File: src/rtl/pdscb_pkg.sv
// Package: offsets, fields and reset values of the pad and debug config bank
`default_nettype none
package pdscb_pkg;

  // ----------------------------------------------------------------
  // Bus geometry and register offsets
  // ----------------------------------------------------------------
  localparam int unsigned ADDR_W = 8;
  localparam int unsigned DATA_W = 32;
  localparam logic [7:0] OFS_SLEW = 8'h00;
  localparam logic [7:0] OFS_INSEL = 8'h04;
  localparam logic [7:0] OFS_AUTH = 8'h08;
  localparam logic [7:0] OFS_TRIG = 8'h0C;
  localparam logic [7:0] OFS_ID = 8'h10;
  localparam logic [7:0] OFS_CLK = 8'h14;

  // ----------------------------------------------------------------
  // Widths and field positions
  // ----------------------------------------------------------------
  localparam int unsigned PIN_N = 16;
  localparam int unsigned CH_N = 4;
  localparam int unsigned TOUT_N = 4;
  localparam int unsigned TIN_N = 8;
  localparam int unsigned AUTH_SP_BIT = 8;
  localparam int unsigned AUTH_SA_BIT = 7;
  localparam int unsigned AUTH_P_BIT = 6;
  localparam int unsigned AUTH_A_BIT = 5;
  localparam int unsigned CH_OUT_LSB = 1;
  localparam int unsigned CH_IN_BIT = 0;
  localparam int unsigned TOUT_GATE_LSB = 24;
  localparam int unsigned TIN_GATE_LSB = 16;
  localparam int unsigned TOUT_HS_LSB = 12;
  localparam int unsigned TACK_SYNC_LSB = 8;
  localparam int unsigned TIN_SYNC_LSB = 0;
  localparam int unsigned CLK_PLL_BIT = 2;
  localparam int unsigned CLK_MAIN_BIT = 0;

  // ----------------------------------------------------------------
  // Values after reset
  // ----------------------------------------------------------------
  localparam logic [15:0] RST_SLEW = 16'h0000;
  localparam logic [15:0] RST_INSEL = 16'hFFFF;
  localparam logic [8:0] RST_AUTH = 9'h000;
  localparam logic [27:0] RST_TRIG = 28'h0000000;
  localparam logic [2:0] RST_CLK = 3'h5;

  // Bus handshake states
  typedef enum logic [1:0] {
    BUS_IDLE = 2'b01,
    BUS_ACK = 2'b10
  } pdscb_bus_e;

  // Byte-lane merge of a write into an old word
  function automatic logic [31:0] wr_merge(input logic [31:0] old, input logic [31:0] wd, input logic [3:0] be);
    logic [31:0] m;
    m = {{8{be[3]}}, {8{be[2]}}, {8{be[1]}}, {8{be[0]}}};
    return (old & ~m) | (wd & m);
  endfunction : wr_merge

endpackage : pdscb_pkg
`default_nettype wire

File: src/rtl/pdscb_top.sv
// Pad and static debug configuration bank with Avalon-MM slave port
// Function
// - Per-pin slew select, 1 slow, resets zero
// - Per-pin receiver select, 1 Schmitt, resets ones
// - Bit 8 bypasses secure passive enable selector
// - Bit 7 bypasses secure active enable selector
// - Bit 6 bypasses passive enable selector
// - Bit 5 bypasses active enable selector
// - Bits 4:1 drop channel-out handshake
// - Bit 0 drops channel input/ack resync
// - Trigger outputs masked while active enable low, except where bits 27:24 are set
// - Trigger inputs masked while passive enable low, except where bits 23:16 are set
// - Bits 15:12 drop trigger-out handshake
// - Bits 11:8 drop trigger-ack synchronisation
// - Bits 7:0 drop trigger-input synchronisation
// - Read-only 32-bit identity word
// - Read-only loop lock flag, bit 2
// - Main clock ready flag bit 0, bit 1 reserved
`default_nettype none
module pdscb_top #(
  parameter logic [31:0] PART_ID = 32'h0000_5A01 // Arbitrary identity value
) (
  // Clock and reset
  input wire logic core_clk,
  input wire logic rst,
  // Avalon-MM slave
  input wire logic [pdscb_pkg::ADDR_W-1:0] avs_address,
  input wire logic avs_read,
  input wire logic avs_write,
  input wire logic [pdscb_pkg::DATA_W-1:0] avs_writedata,
  input wire logic [3:0] avs_byteenable,
  output logic [pdscb_pkg::DATA_W-1:0] avs_readdata,
  output logic avs_waitrequest,
  // Pad controls
  output logic [pdscb_pkg::PIN_N-1:0] pad_slew_select,
  output logic [pdscb_pkg::PIN_N-1:0] pad_input_receiver_select,
  // Debug enable pins and selector permission
  input wire logic secure_passive_debug_enable_pin,
  input wire logic secure_active_debug_enable_pin,
  input wire logic passive_debug_enable_pin,
  input wire logic active_debug_enable_pin,
  input wire logic [3:0] debug_selector_allow,
  // Resolved debug enables
  output logic secure_passive_debug_enable,
  output logic secure_active_debug_enable,
  output logic passive_debug_enable,
  output logic active_debug_enable,
  // Clock status sources
  input wire logic pll_locked,
  input wire logic main_clk_ready,
  // Cross-trigger channel interface
  input wire logic [pdscb_pkg::CH_N-1:0] trigger_channel_in,
  output logic [pdscb_pkg::CH_N-1:0] trigger_channel_in_sync,
  input wire logic [pdscb_pkg::CH_N-1:0] trigger_channel_out_req,
  input wire logic [pdscb_pkg::CH_N-1:0] trigger_channel_out_ack,
  output logic [pdscb_pkg::CH_N-1:0] trigger_channel_out,
  // Trigger interface
  input wire logic [pdscb_pkg::TIN_N-1:0] trigger_in,
  output logic [pdscb_pkg::TIN_N-1:0] trigger_in_gated,
  input wire logic [pdscb_pkg::TOUT_N-1:0] trigger_out_req,
  input wire logic [pdscb_pkg::TOUT_N-1:0] trigger_out_ack,
  output logic [pdscb_pkg::TOUT_N-1:0] trigger_out
);
  import pdscb_pkg::*;

  // ----------------------------------------------------------------
  // Declarations
  // ----------------------------------------------------------------
  pdscb_bus_e st_q, st_d;
  logic wait_q, wait_d, wr_fire;
  logic [31:0] rdata_q, rdata_d, rd_mux;
  logic [15:0] slew_q, slew_d, insel_q, insel_d;
  logic [8:0] auth_q, auth_d;
  logic [27:0] trig_q, trig_d;
  logic [2:0] clk_q, clk_d;
  logic [31:0] m_slew, m_insel, m_auth, m_trig;
  logic [3:0] en_q, en_d;
  logic [CH_N-1:0] ch_in_s, ch_ack_s, ch_out_h, ch_in_q, ch_in_d, ch_out_q, ch_out_d;
  logic [TIN_N-1:0] tin_s, tin_q, tin_d;
  logic [TOUT_N-1:0] tack_s, tout_h, tout_q, tout_d;

  // ----------------------------------------------------------------
  // Bus slave
  // ----------------------------------------------------------------
  // Write commits on the edge where the master sees waitrequest low
  assign wr_fire = avs_write && (st_q == BUS_ACK);

  // Read mux; reserved bits and unmapped words read zero
  always_comb begin
    rd_mux = 32'h0000_0000;
    case (avs_address)
      OFS_SLEW: rd_mux[15:0] = slew_q;
      OFS_INSEL: rd_mux[15:0] = insel_q;
      OFS_AUTH: rd_mux[8:0] = auth_q;
      OFS_TRIG: rd_mux[27:0] = trig_q;
      OFS_ID: rd_mux = PART_ID;
      OFS_CLK: rd_mux[2:0] = clk_q;
      default: rd_mux = 32'h0000_0000;
    endcase
  end

  // One-cycle answer: waitrequest drops for exactly one cycle
  always_comb begin
    st_d = st_q;
    wait_d = 1'b1;
    rdata_d = rdata_q;
    unique case (st_q)
      BUS_IDLE: begin
        if (avs_read || avs_write) begin
          st_d = BUS_ACK;
          wait_d = 1'b0;
          if (avs_read) begin
            rdata_d = rd_mux;
          end
        end
      end
      BUS_ACK: begin
        st_d = BUS_IDLE;
      end
      default: begin
        st_d = BUS_IDLE;
      end
    endcase
  end

  // Bus state registers
  always_ff @(posedge core_clk) begin
    if (rst) begin
      st_q <= BUS_IDLE;
      wait_q <= 1'b1;
      rdata_q <= 32'h0000_0000;
    end else begin
      st_q <= st_d;
      wait_q <= wait_d;
      rdata_q <= rdata_d;
    end
  end

  assign avs_waitrequest = wait_q;
  assign avs_readdata = rdata_q;

  // ----------------------------------------------------------------
  // Configuration registers
  // ----------------------------------------------------------------
  assign m_slew = wr_merge({16'h0000, slew_q}, avs_writedata, avs_byteenable);
  assign m_insel = wr_merge({16'h0000, insel_q}, avs_writedata, avs_byteenable);
  assign m_auth = wr_merge({23'h000000, auth_q}, avs_writedata, avs_byteenable);
  assign m_trig = wr_merge({4'h0, trig_q}, avs_writedata, avs_byteenable);

  // Only implemented widths are kept, so reserved bits drop writes
  always_comb begin
    slew_d = slew_q;
    insel_d = insel_q;
    auth_d = auth_q;
    trig_d = trig_q;
    if (wr_fire) begin
      case (avs_address)
        OFS_SLEW: slew_d = m_slew[15:0];
        OFS_INSEL: insel_d = m_insel[15:0];
        OFS_AUTH: auth_d = m_auth[8:0];
        OFS_TRIG: trig_d = m_trig[27:0];
        default: slew_d = slew_q;
      endcase
    end
  end

  // Register file; clock flags follow their sources every cycle
  always_ff @(posedge core_clk) begin
    if (rst) begin
      slew_q <= RST_SLEW;
      insel_q <= RST_INSEL;
      auth_q <= RST_AUTH;
      trig_q <= RST_TRIG;
      clk_q <= RST_CLK;
    end else begin
      slew_q <= slew_d;
      insel_q <= insel_d;
      auth_q <= auth_d;
      trig_q <= trig_d;
      clk_q <= clk_d;
    end
  end

  always_comb begin
    clk_d = 3'h0;
    clk_d[CLK_PLL_BIT] = pll_locked;
    clk_d[CLK_MAIN_BIT] = main_clk_ready;
  end

  assign pad_slew_select = slew_q;
  assign pad_input_receiver_select = insel_q;

  // ----------------------------------------------------------------
  // Debug enable selectors
  // ----------------------------------------------------------------
  // Selector gates the pin with its permission; bypass takes the pin alone
  always_comb begin
    en_d[3] = auth_q[AUTH_SP_BIT] ? secure_passive_debug_enable_pin
                                  : secure_passive_debug_enable_pin & debug_selector_allow[3];
    en_d[2] = auth_q[AUTH_SA_BIT] ? secure_active_debug_enable_pin
                                  : secure_active_debug_enable_pin & debug_selector_allow[2];
    en_d[1] = auth_q[AUTH_P_BIT] ? passive_debug_enable_pin
                                 : passive_debug_enable_pin & debug_selector_allow[1];
    en_d[0] = auth_q[AUTH_A_BIT] ? active_debug_enable_pin
                                 : active_debug_enable_pin & debug_selector_allow[0];
  end

  // ----------------------------------------------------------------
  // Cross-trigger synchronisers and handshakes
  // ----------------------------------------------------------------
  // channel input resync
  pdscb_sync #(.W(CH_N)) u_ch_in (
    .core_clk(core_clk), .rst(rst),
    .sig_in(trigger_channel_in),
    .bypass({CH_N{auth_q[CH_IN_BIT]}}),
    .sig_out(ch_in_s)
  );

  pdscb_sync #(.W(CH_N)) u_ch_ack (
    .core_clk(core_clk), .rst(rst),
    .sig_in(trigger_channel_out_ack),
    .bypass({CH_N{auth_q[CH_IN_BIT]}}),
    .sig_out(ch_ack_s)
  );

  pdscb_hshk #(.W(CH_N)) u_ch_out (
    .core_clk(core_clk), .rst(rst),
    .req(trigger_channel_out_req),
    .ack(ch_ack_s),
    .bypass(auth_q[CH_OUT_LSB +: CH_N]),
    .held(ch_out_h)
  );

  pdscb_sync #(.W(TIN_N)) u_tin (
    .core_clk(core_clk), .rst(rst),
    .sig_in(trigger_in),
    .bypass(trig_q[TIN_SYNC_LSB +: TIN_N]),
    .sig_out(tin_s)
  );

  pdscb_sync #(.W(TOUT_N)) u_tack (
    .core_clk(core_clk), .rst(rst),
    .sig_in(trigger_out_ack),
    .bypass(trig_q[TACK_SYNC_LSB +: TOUT_N]),
    .sig_out(tack_s)
  );

  pdscb_hshk #(.W(TOUT_N)) u_tout (
    .core_clk(core_clk), .rst(rst),
    .req(trigger_out_req),
    .ack(tack_s),
    .bypass(trig_q[TOUT_HS_LSB +: TOUT_N]),
    .held(tout_h)
  );

  // Gating uses the registered enables to keep outputs glitch free
  always_comb begin
    ch_in_d = ch_in_s;
    ch_out_d = ch_out_h;
    tin_d = tin_s & (trig_q[TIN_GATE_LSB +: TIN_N] | {TIN_N{en_q[1]}});
    tout_d = tout_h & (trig_q[TOUT_GATE_LSB +: TOUT_N] | {TOUT_N{en_q[0]}});
  end

  // Output flops for enables and triggers
  always_ff @(posedge core_clk) begin
    if (rst) begin
      en_q <= 4'h0;
      ch_in_q <= '0;
      ch_out_q <= '0;
      tin_q <= '0;
      tout_q <= '0;
    end else begin
      en_q <= en_d;
      ch_in_q <= ch_in_d;
      ch_out_q <= ch_out_d;
      tin_q <= tin_d;
      tout_q <= tout_d;
    end
  end

  assign secure_passive_debug_enable = en_q[3];
  assign secure_active_debug_enable = en_q[2];
  assign passive_debug_enable = en_q[1];
  assign active_debug_enable = en_q[0];
  assign trigger_channel_in_sync = ch_in_q;
  assign trigger_channel_out = ch_out_q;
  assign trigger_in_gated = tin_q;
  assign trigger_out = tout_q;

  // ----------------------------------------------------------------
  // Assertions
  // ----------------------------------------------------------------
  a_slew_reset:
    assert property (@(posedge core_clk) $past(rst) && !rst |-> pad_slew_select == 16'h0000)
    else $error("slew select not zero after reset");
  a_insel_reset:
    assert property (@(posedge core_clk) $past(rst) && !rst |-> pad_input_receiver_select == 16'hFFFF)
    else $error("receiver select not all ones after reset");
  a_slew_write:
    assert property (@(posedge core_clk) disable iff (rst)
      wr_fire && avs_address == OFS_SLEW && avs_byteenable == 4'hF
      |=> pad_slew_select == $past(avs_writedata[15:0]))
    else $error("slew write not stored");
  a_sp_bypass:
    assert property (@(posedge core_clk) disable iff (rst)
      auth_q[8] |=> secure_passive_debug_enable == $past(secure_passive_debug_enable_pin))
    else $error("secure passive enable not taken from pin");
  a_sa_selector:
    assert property (@(posedge core_clk) disable iff (rst)
      !auth_q[7] |=> secure_active_debug_enable == $past(secure_active_debug_enable_pin & debug_selector_allow[2]))
    else $error("secure active selector not applied");
  a_p_bypass:
    assert property (@(posedge core_clk) disable iff (rst)
      auth_q[6] |=> passive_debug_enable == $past(passive_debug_enable_pin))
    else $error("passive enable not taken from pin");
  a_a_bypass:
    assert property (@(posedge core_clk) disable iff (rst)
      auth_q[5] |=> active_debug_enable == $past(active_debug_enable_pin))
    else $error("active enable not taken from pin");
  a_tout_mask:
    assert property (@(posedge core_clk) disable iff (rst)
      !active_debug_enable |=> (trigger_out & ~$past(trig_q[27:24])) == 4'h0)
    else $error("trigger output leaked while active enable low");
  a_tin_mask:
    assert property (@(posedge core_clk) disable iff (rst)
      !passive_debug_enable |=> (trigger_in_gated & ~$past(trig_q[23:16])) == 8'h00)
    else $error("trigger input leaked while passive enable low");
  a_tin_sync_delay:
    assert property (@(posedge core_clk) disable iff (rst)
      trig_q[7:0] == 8'h00 && trig_q[23:16] == 8'hFF ##1 trig_q[7:0] == 8'h00 && trig_q[23:16] == 8'hFF
      ##1 trig_q[7:0] == 8'h00 && trig_q[23:16] == 8'hFF |=> trigger_in_gated == $past(trigger_in, 3))
    else $error("trigger input not three cycles behind");
  a_id_read:
    assert property (@(posedge core_clk) disable iff (rst)
      st_q == BUS_IDLE && avs_read && avs_address == OFS_ID |=> !avs_waitrequest && avs_readdata == PART_ID)
    else $error("identity word wrong");
  a_clk_read:
    assert property (@(posedge core_clk) disable iff (rst)
      st_q == BUS_IDLE && avs_read && avs_address == OFS_CLK
      |=> avs_readdata[31:3] == 29'h0 && !avs_readdata[1] && avs_readdata[2] == $past(clk_q[2]))
    else $error("clock status readback wrong");
  a_bus_answer:
    assert property (@(posedge core_clk) disable iff (rst)
      st_q == BUS_IDLE && (avs_read || avs_write) |=> !avs_waitrequest ##1 avs_waitrequest)
    else $error("waitrequest not low for exactly one cycle");

endmodule : pdscb_top
`default_nettype wire

File: src/rtl/pdscb_sync.sv
// Two-stage synchroniser bank with per-bit bypass for same-clock sources
`default_nettype none
module pdscb_sync #(
  parameter int unsigned W = 4
) (
  // Clock and reset
  input wire logic core_clk,
  input wire logic rst,
  // Data in, bypass select, data out
  input wire logic [W-1:0] sig_in,
  input wire logic [W-1:0] bypass,
  output logic [W-1:0] sig_out
);
  import pdscb_pkg::*;

  logic [W-1:0] meta_q;
  logic [W-1:0] meta_d;
  logic [W-1:0] stable_q;
  logic [W-1:0] stable_d;

  // Next values of the two stages
  always_comb begin
    meta_d = sig_in;
    stable_d = meta_q;
  end

  // Stage registers; first stage feeds only the second
  always_ff @(posedge core_clk) begin
    if (rst) begin
      meta_q <= '0;
      stable_q <= '0;
    end else begin
      meta_q <= meta_d;
      stable_q <= stable_d;
    end
  end

  // Bypassed bits skip both stages and save two cycles of latency
  for (genvar i = 0; i < W; i++) begin : g_out
    assign sig_out[i] = bypass[i] ? sig_in[i] : stable_q[i];
  end

endmodule : pdscb_sync
`default_nettype wire

File: src/rtl/pdscb_hshk.sv
// Request-hold handshake bank with per-bit bypass
`default_nettype none
module pdscb_hshk #(
  parameter int unsigned W = 4
) (
  // Clock and reset
  input wire logic core_clk,
  input wire logic rst,
  // Request, acknowledge, bypass select and held output
  input wire logic [W-1:0] req,
  input wire logic [W-1:0] ack,
  input wire logic [W-1:0] bypass,
  output logic [W-1:0] held
);
  import pdscb_pkg::*;

  logic [W-1:0] pend_q;
  logic [W-1:0] pend_d;

  // Hold until acknowledged; a new request beats a same-cycle ack
  always_comb begin
    pend_d = pend_q;
    for (int i = 0; i < W; i++) begin
      if (bypass[i]) begin
        pend_d[i] = 1'b0;
      end else begin
        pend_d[i] = req[i] | (pend_q[i] & ~ack[i]);
      end
    end
  end

  // Pending flags
  always_ff @(posedge core_clk) begin
    if (rst) begin
      pend_q <= '0;
    end else begin
      pend_q <= pend_d;
    end
  end

  // Bypassed bits follow the request directly
  for (genvar i = 0; i < W; i++) begin : g_out
    assign held[i] = bypass[i] ? req[i] : pend_q[i];
  end

endmodule : pdscb_hshk
`default_nettype wire

File: config.mk
export PLATFORM = sky130hd
export DESIGN_NAME = pdscb_top
export DESIGN_NICKNAME = d
export VERILOG_FILES = /design/src/rtl/pdscb_pkg.sv /design/src/rtl/pdscb_top.sv /design/src/rtl/pdscb_sync.sv /design/src/rtl/pdscb_hshk.sv
export SDC_FILE = /design/constraint.sdc
export NUM_CORES = 1
export LEC_CHECK = 0
export BUFFER_PORTS_ARGS = -buffer_cell sky130_fd_sc_hd__buf_2
export CAP_MARGIN = 20
export CORE_MARGIN = 2
export CORE_UTILIZATION = 25
export CTS_CLUSTER_SIZE = 10
export DETAILED_ROUTE_END_ITERATION = 6
export PLACE_DENSITY = 0.42
export SYNTH_ARGS = -nofsm -noshare
export SYNTH_HDL_FRONTEND = slang
export SYNTH_HIERARCHICAL = 1
export SYNTH_SLANG_ARGS = --single-unit
File: constraint.sdc
create_clock -name core_clk -period 5 [get_ports core_clk]
set_clock_uncertainty 0.2 [all_clocks]
set_input_delay 0.75 -clock core_clk [delete_from_list [all_inputs] [get_ports core_clk]]
set_output_delay 0.75 -clock core_clk [all_outputs]
set_load 0.02 [all_outputs]
==> summary.txt, run 1 <==
Status
  • Status: complete, no violations

Power
  • Peak supply drop: 135 µV
  • Switch share: 0.233
  • Reg power frac: 0.473
  • P_int: 2.31 mW
  • Clk pwr share: 0.466
  • Net Switching: 701 µW
  • Leakage: 3.76 nW
  • Power per standard cell area: roughly 360 mW/mm²
  • Logic pwr share: 0.061
  • Total power: about 3.0 mW

Die
  • I/O pin count: roughly 180
  • Chip Width: between 150 and 200 µm
  • Core area: 0.0262 mm²
  • Row count: 59
  • Die Area: 0.0282 mm²
  • Die height: 168 µm
  • Initial core utilization: 0.256

STA
  • Setup slack after layout: about 2100 ps
  • Period utilization: 0.589
  • Setup TNS: 0 ps
  • Hold Fails Final Rpt: 0
  • Unrepaired setup endpoints after global routing: false
  • Slew @ Worst Pin: 1050 ps
  • Max frequency: 0.339 GHz
  • Count of pins over their slew limit: 0
  • # setup viols final: 0
  • Min Clock Period, post-route: 2950 ps
  • Worst slew margin: 0.301

Clock tree
  • Clk sinks: 174
  • Clk buf depth: 2
  • Skew-Pair Late Insertion Delay: 420 ps
  • H-tree depth: 4
  • Clock transition at the registers of the reported paths: 60 ps
  • Buffer count from post-CTS setup fixing: 0
  • Root buffer cell: clkbuf_16
  • Hold buffer count at cts: 0
  • Post-cts repair resize count: 0
  • TritonCTS clock tree: built
  • Num CTS Buffers: 17

Yosys
  • Mean Syn Cell Area: approximately 10 µm²
  • FFs w/ async S/R, synth: 0
  • Seq/Total Area, Yosys: 0.519
  • Post-synthesis register bit count: 174
  • Synthesized cell area: 0.00671 mm²
  • Yosys warnings: 6
  • Top_reg_cell synth: dfxtp_1
  • Netlist cell types: 43
  • Cells after Synth: 646
  • EDFF count, synth: 0

Finish
  • Area Overhead vs Synth: 25.5%
  • Layout cells sized above 1: 0.316
  • Commonest cells after routing, fill and taps aside: dfxtp_1, buf_2, nor2_1
  • Core Util, Final: 0.321
  • Final Cell Area: ~0.0084 mm²
  • Final nets: 884
  • Most common cell after layout, fill and taps aside: dfxtp_1

Job
  • Max-Cap Viols: 0

Routing
  • Initial DRT Pass Iterations: 4
  • Total number of vias: 5,013
  • DRT antenna net count: 0
  • First DRT Iteration DRCs: between 200 and 300
  • DRC Markers: 0
  • WL per Instance: 16.9 µm
  • Via/cell ratio: 4.37
  • Drt total wl: 19,300 µm

Placed design
  • IO buf count: 166
  • DP Area: 0.00781 mm²
  • Final HPWL DP: 13,600 µm
  • Post-place setup slack: 1510 ps
  • Final GP Congestion: 0.712

Worst setup path
  • CP required: between 5000 and 6000 ps
  • R2R depth: 4
  • Critical Path Start Type: input pin
  • Critical Path End Type: flip-flop
  • Crit path DAT: 3010 ps
  • Crit-path max FO: 31
  • Crit path kind: in -> reg

Global route
  • Number of global-route vias before repair: 4,778
  • Largest net degree at the start of global routing: 100
  • Global-route wire length before repair: 29,400 µm
  • Global Route Usage Sum: 0.138
  • Overflow after GRT: 0
  • Initial antenna violation count: 2

Min path
  • Depth of the worst hold-timing path: 1
  • Worst Hold Class: reg -> reg
==> final timing paths <==
check,end,start,slack (ps)
max reg2reg,flip-flop,st_q[0],2710
max,flip-flop,avs_address[2],2050
min,u_tin/stable_q[0],u_tin/meta_q[0],230
min reg2reg,u_tin/stable_q[0],u_tin/meta_q[0],230
==> power by group through the flow <==
stage	Combinational (mW)	Clock, mW	Sequential (mW)
6_report	0.184	1.40	1.42
5_1_grt	0.206	1.51	1.43
4_1_cts	0.189	1.46	1.42
3_5_place_dp	0.188	0	1.45
3_3_place_gp	0.188	0	1.45
2_1_floorplan	0.105	0	1.46
==> critical path, cell delays in order <==
cell and delay [ps]:
buf_2 650, and2_1 510, nand4_1 670, mux2i_1 350, nor2_1 50
==> kinds of logic (layout without fill, tap and decap cells) <==
logic type             Yosys count  after routing  synth area share
AO/OA/AOI/OAI                   71             71            0.0658
AND/OR/NAND/NOR                255            255             0.206
multiplexers                    98             98             0.176
buffers and inverters           47            207            0.0330
flip-flops                     174            174             0.519
other                            1              6          0.000559
==> metal layers <==
layer,vias up,global-route usage,part of all wire
met3,14,0.0346,0.043
li1,2521,-,-
met1,2373,0.185,0.48
met5,-,0,0.0014
met4,4,0.0431,0.011
met2,101,0.217,0.46
==> synth_stat cells, types with 8 or more instances <==
cell type | number | area (µm²)
nor3b_1 | 19 | 143
inv_1 | 9 | 33.8
mux2_2 | 9 | 101
a22oi_1 | 12 | 90.1
o21a_1 | 8 | 60.1
nor3_1 | 14 | 70.1
nor2b_1 | 45 | 282
mux2_4 | 20 | 300
mux2i_1 | 62 | 621
nand2_1 | 16 | 60.1
a21oi_1 | 24 | 120
nor2_1 | 113 | 424
o21ai_0 | 16 | 80.1
clkbuf_1 | 22 | 82.6
dfxtp_1 | 174 | 3480
==> area by class of cell <==
type / count / area, µm²
clock buffers: 19 / 453
well taps: 335 / 419
flip-flops and latches: 174 / 3480
diodes: 2 / 5.00
repair buffers: 168 / 852
multi-input cells: 428 / 3020
fillers: 2756 / 17800
inverters: 9 / 33.8
clock inverters: 11 / 156
==> metrics by stage <==
step	std cells	hold WS [ps]
floorplan	649	214
global placement	1114	216
detailed placement	1114	223
CTS	1144	240
global route	1144	251
finish	1146	233
(Power assumes the default switching activity.)
==> run 2, diff against run 1 <==
--- a/config.mk
+++ b/config.mk
@@ -5,6 +5,7 @@
 export SDC_FILE = /design/constraint.sdc
 export NUM_CORES = 1
 export LEC_CHECK = 0
+export ABC_AREA = 1
 export BUFFER_PORTS_ARGS = -buffer_cell sky130_fd_sc_hd__buf_2
 export CAP_MARGIN = 20
 export CORE_MARGIN = 2
==> constraint.sdc (replaced) <==
create_clock -name core_clk -period 3 [get_ports core_clk]
set_clock_uncertainty 0.2 [all_clocks]
set_input_delay 0.45 -clock core_clk [delete_from_list [all_inputs] [get_ports core_clk]]
set_output_delay 0.45 -clock core_clk [all_outputs]
set_load 0.02 [all_outputs]
==> run 2 against run 1 <==
- global-route usage grew 1.2 points
- utilization down 0.56 points
- area after synthesis rose by 5.1%
- critical path type is now reg -> reg
- largest cell class unchanged
==> summary.txt, run 2 <==
Yosys
  • Most common cell in the netlist: nand2_1
  • Cells after Synth: 925 (+43%)
  • Mean Syn Cell Area: 7.62 µm² (-27%)
  • FFs w/ async S/R, synth: 0 (unchanged)
  • Post-synth top cells: nand2_1, dfxtp_1, inv_1
  • Yosys warnings: 6 (unchanged)
  • Ranking of synthesized cells by area: dfxtp_1, nand2_1, inv_1
  • Area leader, netlist: dfxtp_1
  • EDFF count, synth: 0 (unchanged)
  • Synthesized cell area: 0.00705 mm² (+5.1%)
  • Yosys top cell area share: 0.494 (-0.0249)
  • Top_reg_cell synth: dfxtp_1
  • Seq/Total Area, Yosys: 0.494 (-0.0249)
  • Netlist cell types: 28 (-35%)
  • Post-synthesis register bit count: 174 (unchanged)

Clock tree
  • H-tree depth: 4 (unchanged)
  • Skew-Pair Late Insertion Delay: 430 ps (about the same)
  • Post-cts repair resize count: 0 (unchanged)
  • Buffer count from post-CTS setup fixing: 0 (unchanged)
  • TritonCTS clock tree: built
  • Num CTS Buffers: 17 (unchanged)
  • Clk buf depth: 2 (unchanged)
  • Clock transition at the registers of the reported paths: 70 ps (about the same)
  • Hold buffer count at cts: 1 (+1)
  • Clk sinks: 174 (unchanged)
  • Root buffer cell: clkbuf_16

STA
  • Hold_ws: 35.8 ps (-198 ps)
  • Count of pins over their slew limit: 0 (unchanged)
  • Slew @ Worst Pin: 618 ps (-430 ps)
  • Setup TNS: 0 ps (unchanged)
  • Min Clock Period, post-route: 2160 ps
  • Max frequency: 0.462 GHz
  • Worst slew margin: 0.587 (+0.286)
  • # setup viols final: 0 (unchanged)
  • Period utilization: 0.721
  • Unrepaired setup endpoints after global routing: false
  • Hold Fails Final Rpt: 0 (unchanged)
  • Setup slack after layout: 837 ps (-1220 ps)

Die
  • Chip Width: 172 µm (+2.4%)
  • Core area: 0.0278 mm² (+6.0%)
  • Die height: 172 µm (+2.4%)
  • Die Area: 0.0296 mm² (+4.9%)
  • I/O pin count: 175 (unchanged)
  • Initial core utilization: 0.254 (-0.00232)
  • Row count: 61 (+3.4%)

Routing
  • Drt total wl: 21,700 µm (+12%)
  • Via/cell ratio: 4.21 (-3.8%)
  • First DRT Iteration DRCs: 423 (+66%)
  • DRT antenna net count: 0 (unchanged)
  • Total number of vias: 6,204 (+24%)
  • Initial DRT Pass Iterations: 5 (+1)
  • DRC Markers: 0 (unchanged)
  • WL per Instance: 14.7 µm (-13%)

Finish
  • N_diodes: 0 (-2)
  • Final nets: 1,169 (+32%)
  • Most common cell after layout, fill and taps aside: nand2_1
  • Commonest cells after routing, fill and taps aside: nand2_1, dfxtp_1, buf_2
  • Layout cells sized above 1: 0.252 (-0.0646)
  • Area Overhead vs Synth: 24.4%
  • Fill cells: 3,069 (+11%)

Power
  • Logic pwr share: 0.073 (+0.012)
  • P_int: 3.61 mW (+56%)
  • Clk pwr share: 0.442 (-0.024)
  • Peak supply drop: 278 µV (+110%)
  • Leakage: 3.92 nW (+4.1%)
  • Reg power frac: 0.485 (+0.012)
  • Switch share: 0.268 (+0.0353)
  • Power per standard cell area: 562 mW/mm² (+57%)
  • Total power: 4.93 mW (+64%)
  • Net Switching: 1.32 mW (+89%)

Min path
  • Worst hold path startpoint: trigger_channel_out_ack[3]
  • Worst Hold Class: in -> reg
  • Worst Hold End: u_ch_ack/meta_q[3]
  • Depth of the worst hold-timing path: 3 (+2)

Placed design
  • Final HPWL DP: 16,100 µm (+18%)
  • Post-place setup slack: 716 ps (-794 ps)
  • IO buf count: 166 (unchanged)
  • Final GP Congestion: 0.790 (+11%)

Global route
  • Initial antenna violation count: 3 (+1)
  • Overflow after GRT: 0 (unchanged)
  • Number of global-route vias before repair: 5,767 (+21%)
  • Largest net degree at the start of global routing: 49 (-51%)
  • Global Route Usage Sum: 0.150 (+0.0123)
  • Global-route wire length before repair: 33,200 µm (+13%)

Worst setup path
  • Crit path kind: reg -> reg
  • R2R depth: 5 (+1)
  • Crit path DAT: 2330 ps (-680 ps)
  • Crit-path max FO: 26 (-16%)
  • Worst Setup SP: st_q[0]
  • R2R Path Start: st_q[0]
  • R2R setup slack: 840 ps (-1870 ps)
  • CP required: 3170 ps (-1900 ps)
  • Critical R2R Capture: avs_readdata[23]
  • Critical Path Start Type: flip-flop
  • Critical Path End Type: flip-flop

Job
  • Max-Cap Viols: 0 (unchanged)

Status
  • Status: complete, no violations
## run 2: cell types whose count changed in the layout (fill, tap and decap cells not counted), sizes merged, moves of 14 or more
cell,delta
nand3,+52
o21ai,+88
a21oi,+66
inv,+154
nor3b,-19
mux2,-29
nor2b,-52
nor3,-14
mux2i,-62
nand2,+178
nor2,-36
## run 2: metal layers
layer  GRT usage  vias to the layer above  wire [µm]  share of wire
met5           0                        -         21        0.00097
met4      0.0446                        4        360          0.017
met3      0.0405                       21       1410          0.065
met2       0.234                      176       9680           0.45
met1       0.202                     2799      10200           0.47
li1            -                     3204          -              -
## run 2: per-stage QoR
step	instances	area [µm²]	utilization
after floorplan	928	7060	-
after global placement	1441	8190	0.295
after detailed placement	1441	8190	0.295
after CTS	1474	8770	0.316
after global routing	1474	8770	0.316
final	1474	8770	0.316
## run 2: worst max path at each step
stage / end / slack [ps] / cells after the start
2_1_floorplan: flip-flop / 1350 / 7
3_3_place_gp: avs_readdata[19] / 730 / 6
3_5_place_dp: avs_readdata[20] / 720 / 6
4_1_cts: avs_readdata[23] / 820 / 5
5_1_grt: avs_readdata[23] / 620 / 5
6_report: avs_readdata[23] / 840 / 5
## run 2: cell families after synthesis
| logic type | Yosys count | synth area share |
|---|---|---|
| AND/OR/NAND/NOR | 348 | 0.230 |
| AO/OA/AOI/OAI | 195 | 0.148 |
| buffers and inverters | 207 | 0.128 |
| flip-flops | 174 | 0.494 |
| other | 1 | 0.000532 |
## run 2: critical path, cell delays in order, from the launching register on
cell     delay [ps]
dfxtp_1         420
nand3_2         390
inv_2           550
buf_4           310
o21ai_0         120
a21oi_2         100
## run 2: power groups by stage
stage | clock (mW) | combinational (mW) | sequential, mW
floorplan | 0 | 0.189 | 2.47
global placement | 0 | 0.360 | 2.45
detailed placement | 0 | 0.360 | 2.45
CTS | 2.24 | 0.362 | 2.39
global route | 2.35 | 0.401 | 2.40
finish | 2.18 | 0.358 | 2.39
## run 2: final cells by class
| cell class | count | area (µm²) | share of cell area |
|---|---|---|---|
| Clock inverter | 14 | 133 | 0.0151 |
| Inverter | 162 | 608 | 0.0693 |
| Multi-Input combinational cell | 547 | 2680 | 0.305 |
| Sequential cell | 174 | 3480 | 0.397 |
| Tap cell | 378 | 473 | 0.0539 |
| Clock buffer | 18 | 439 | 0.0500 |
| Timing Repair Buffer | 181 | 958 | 0.109 |
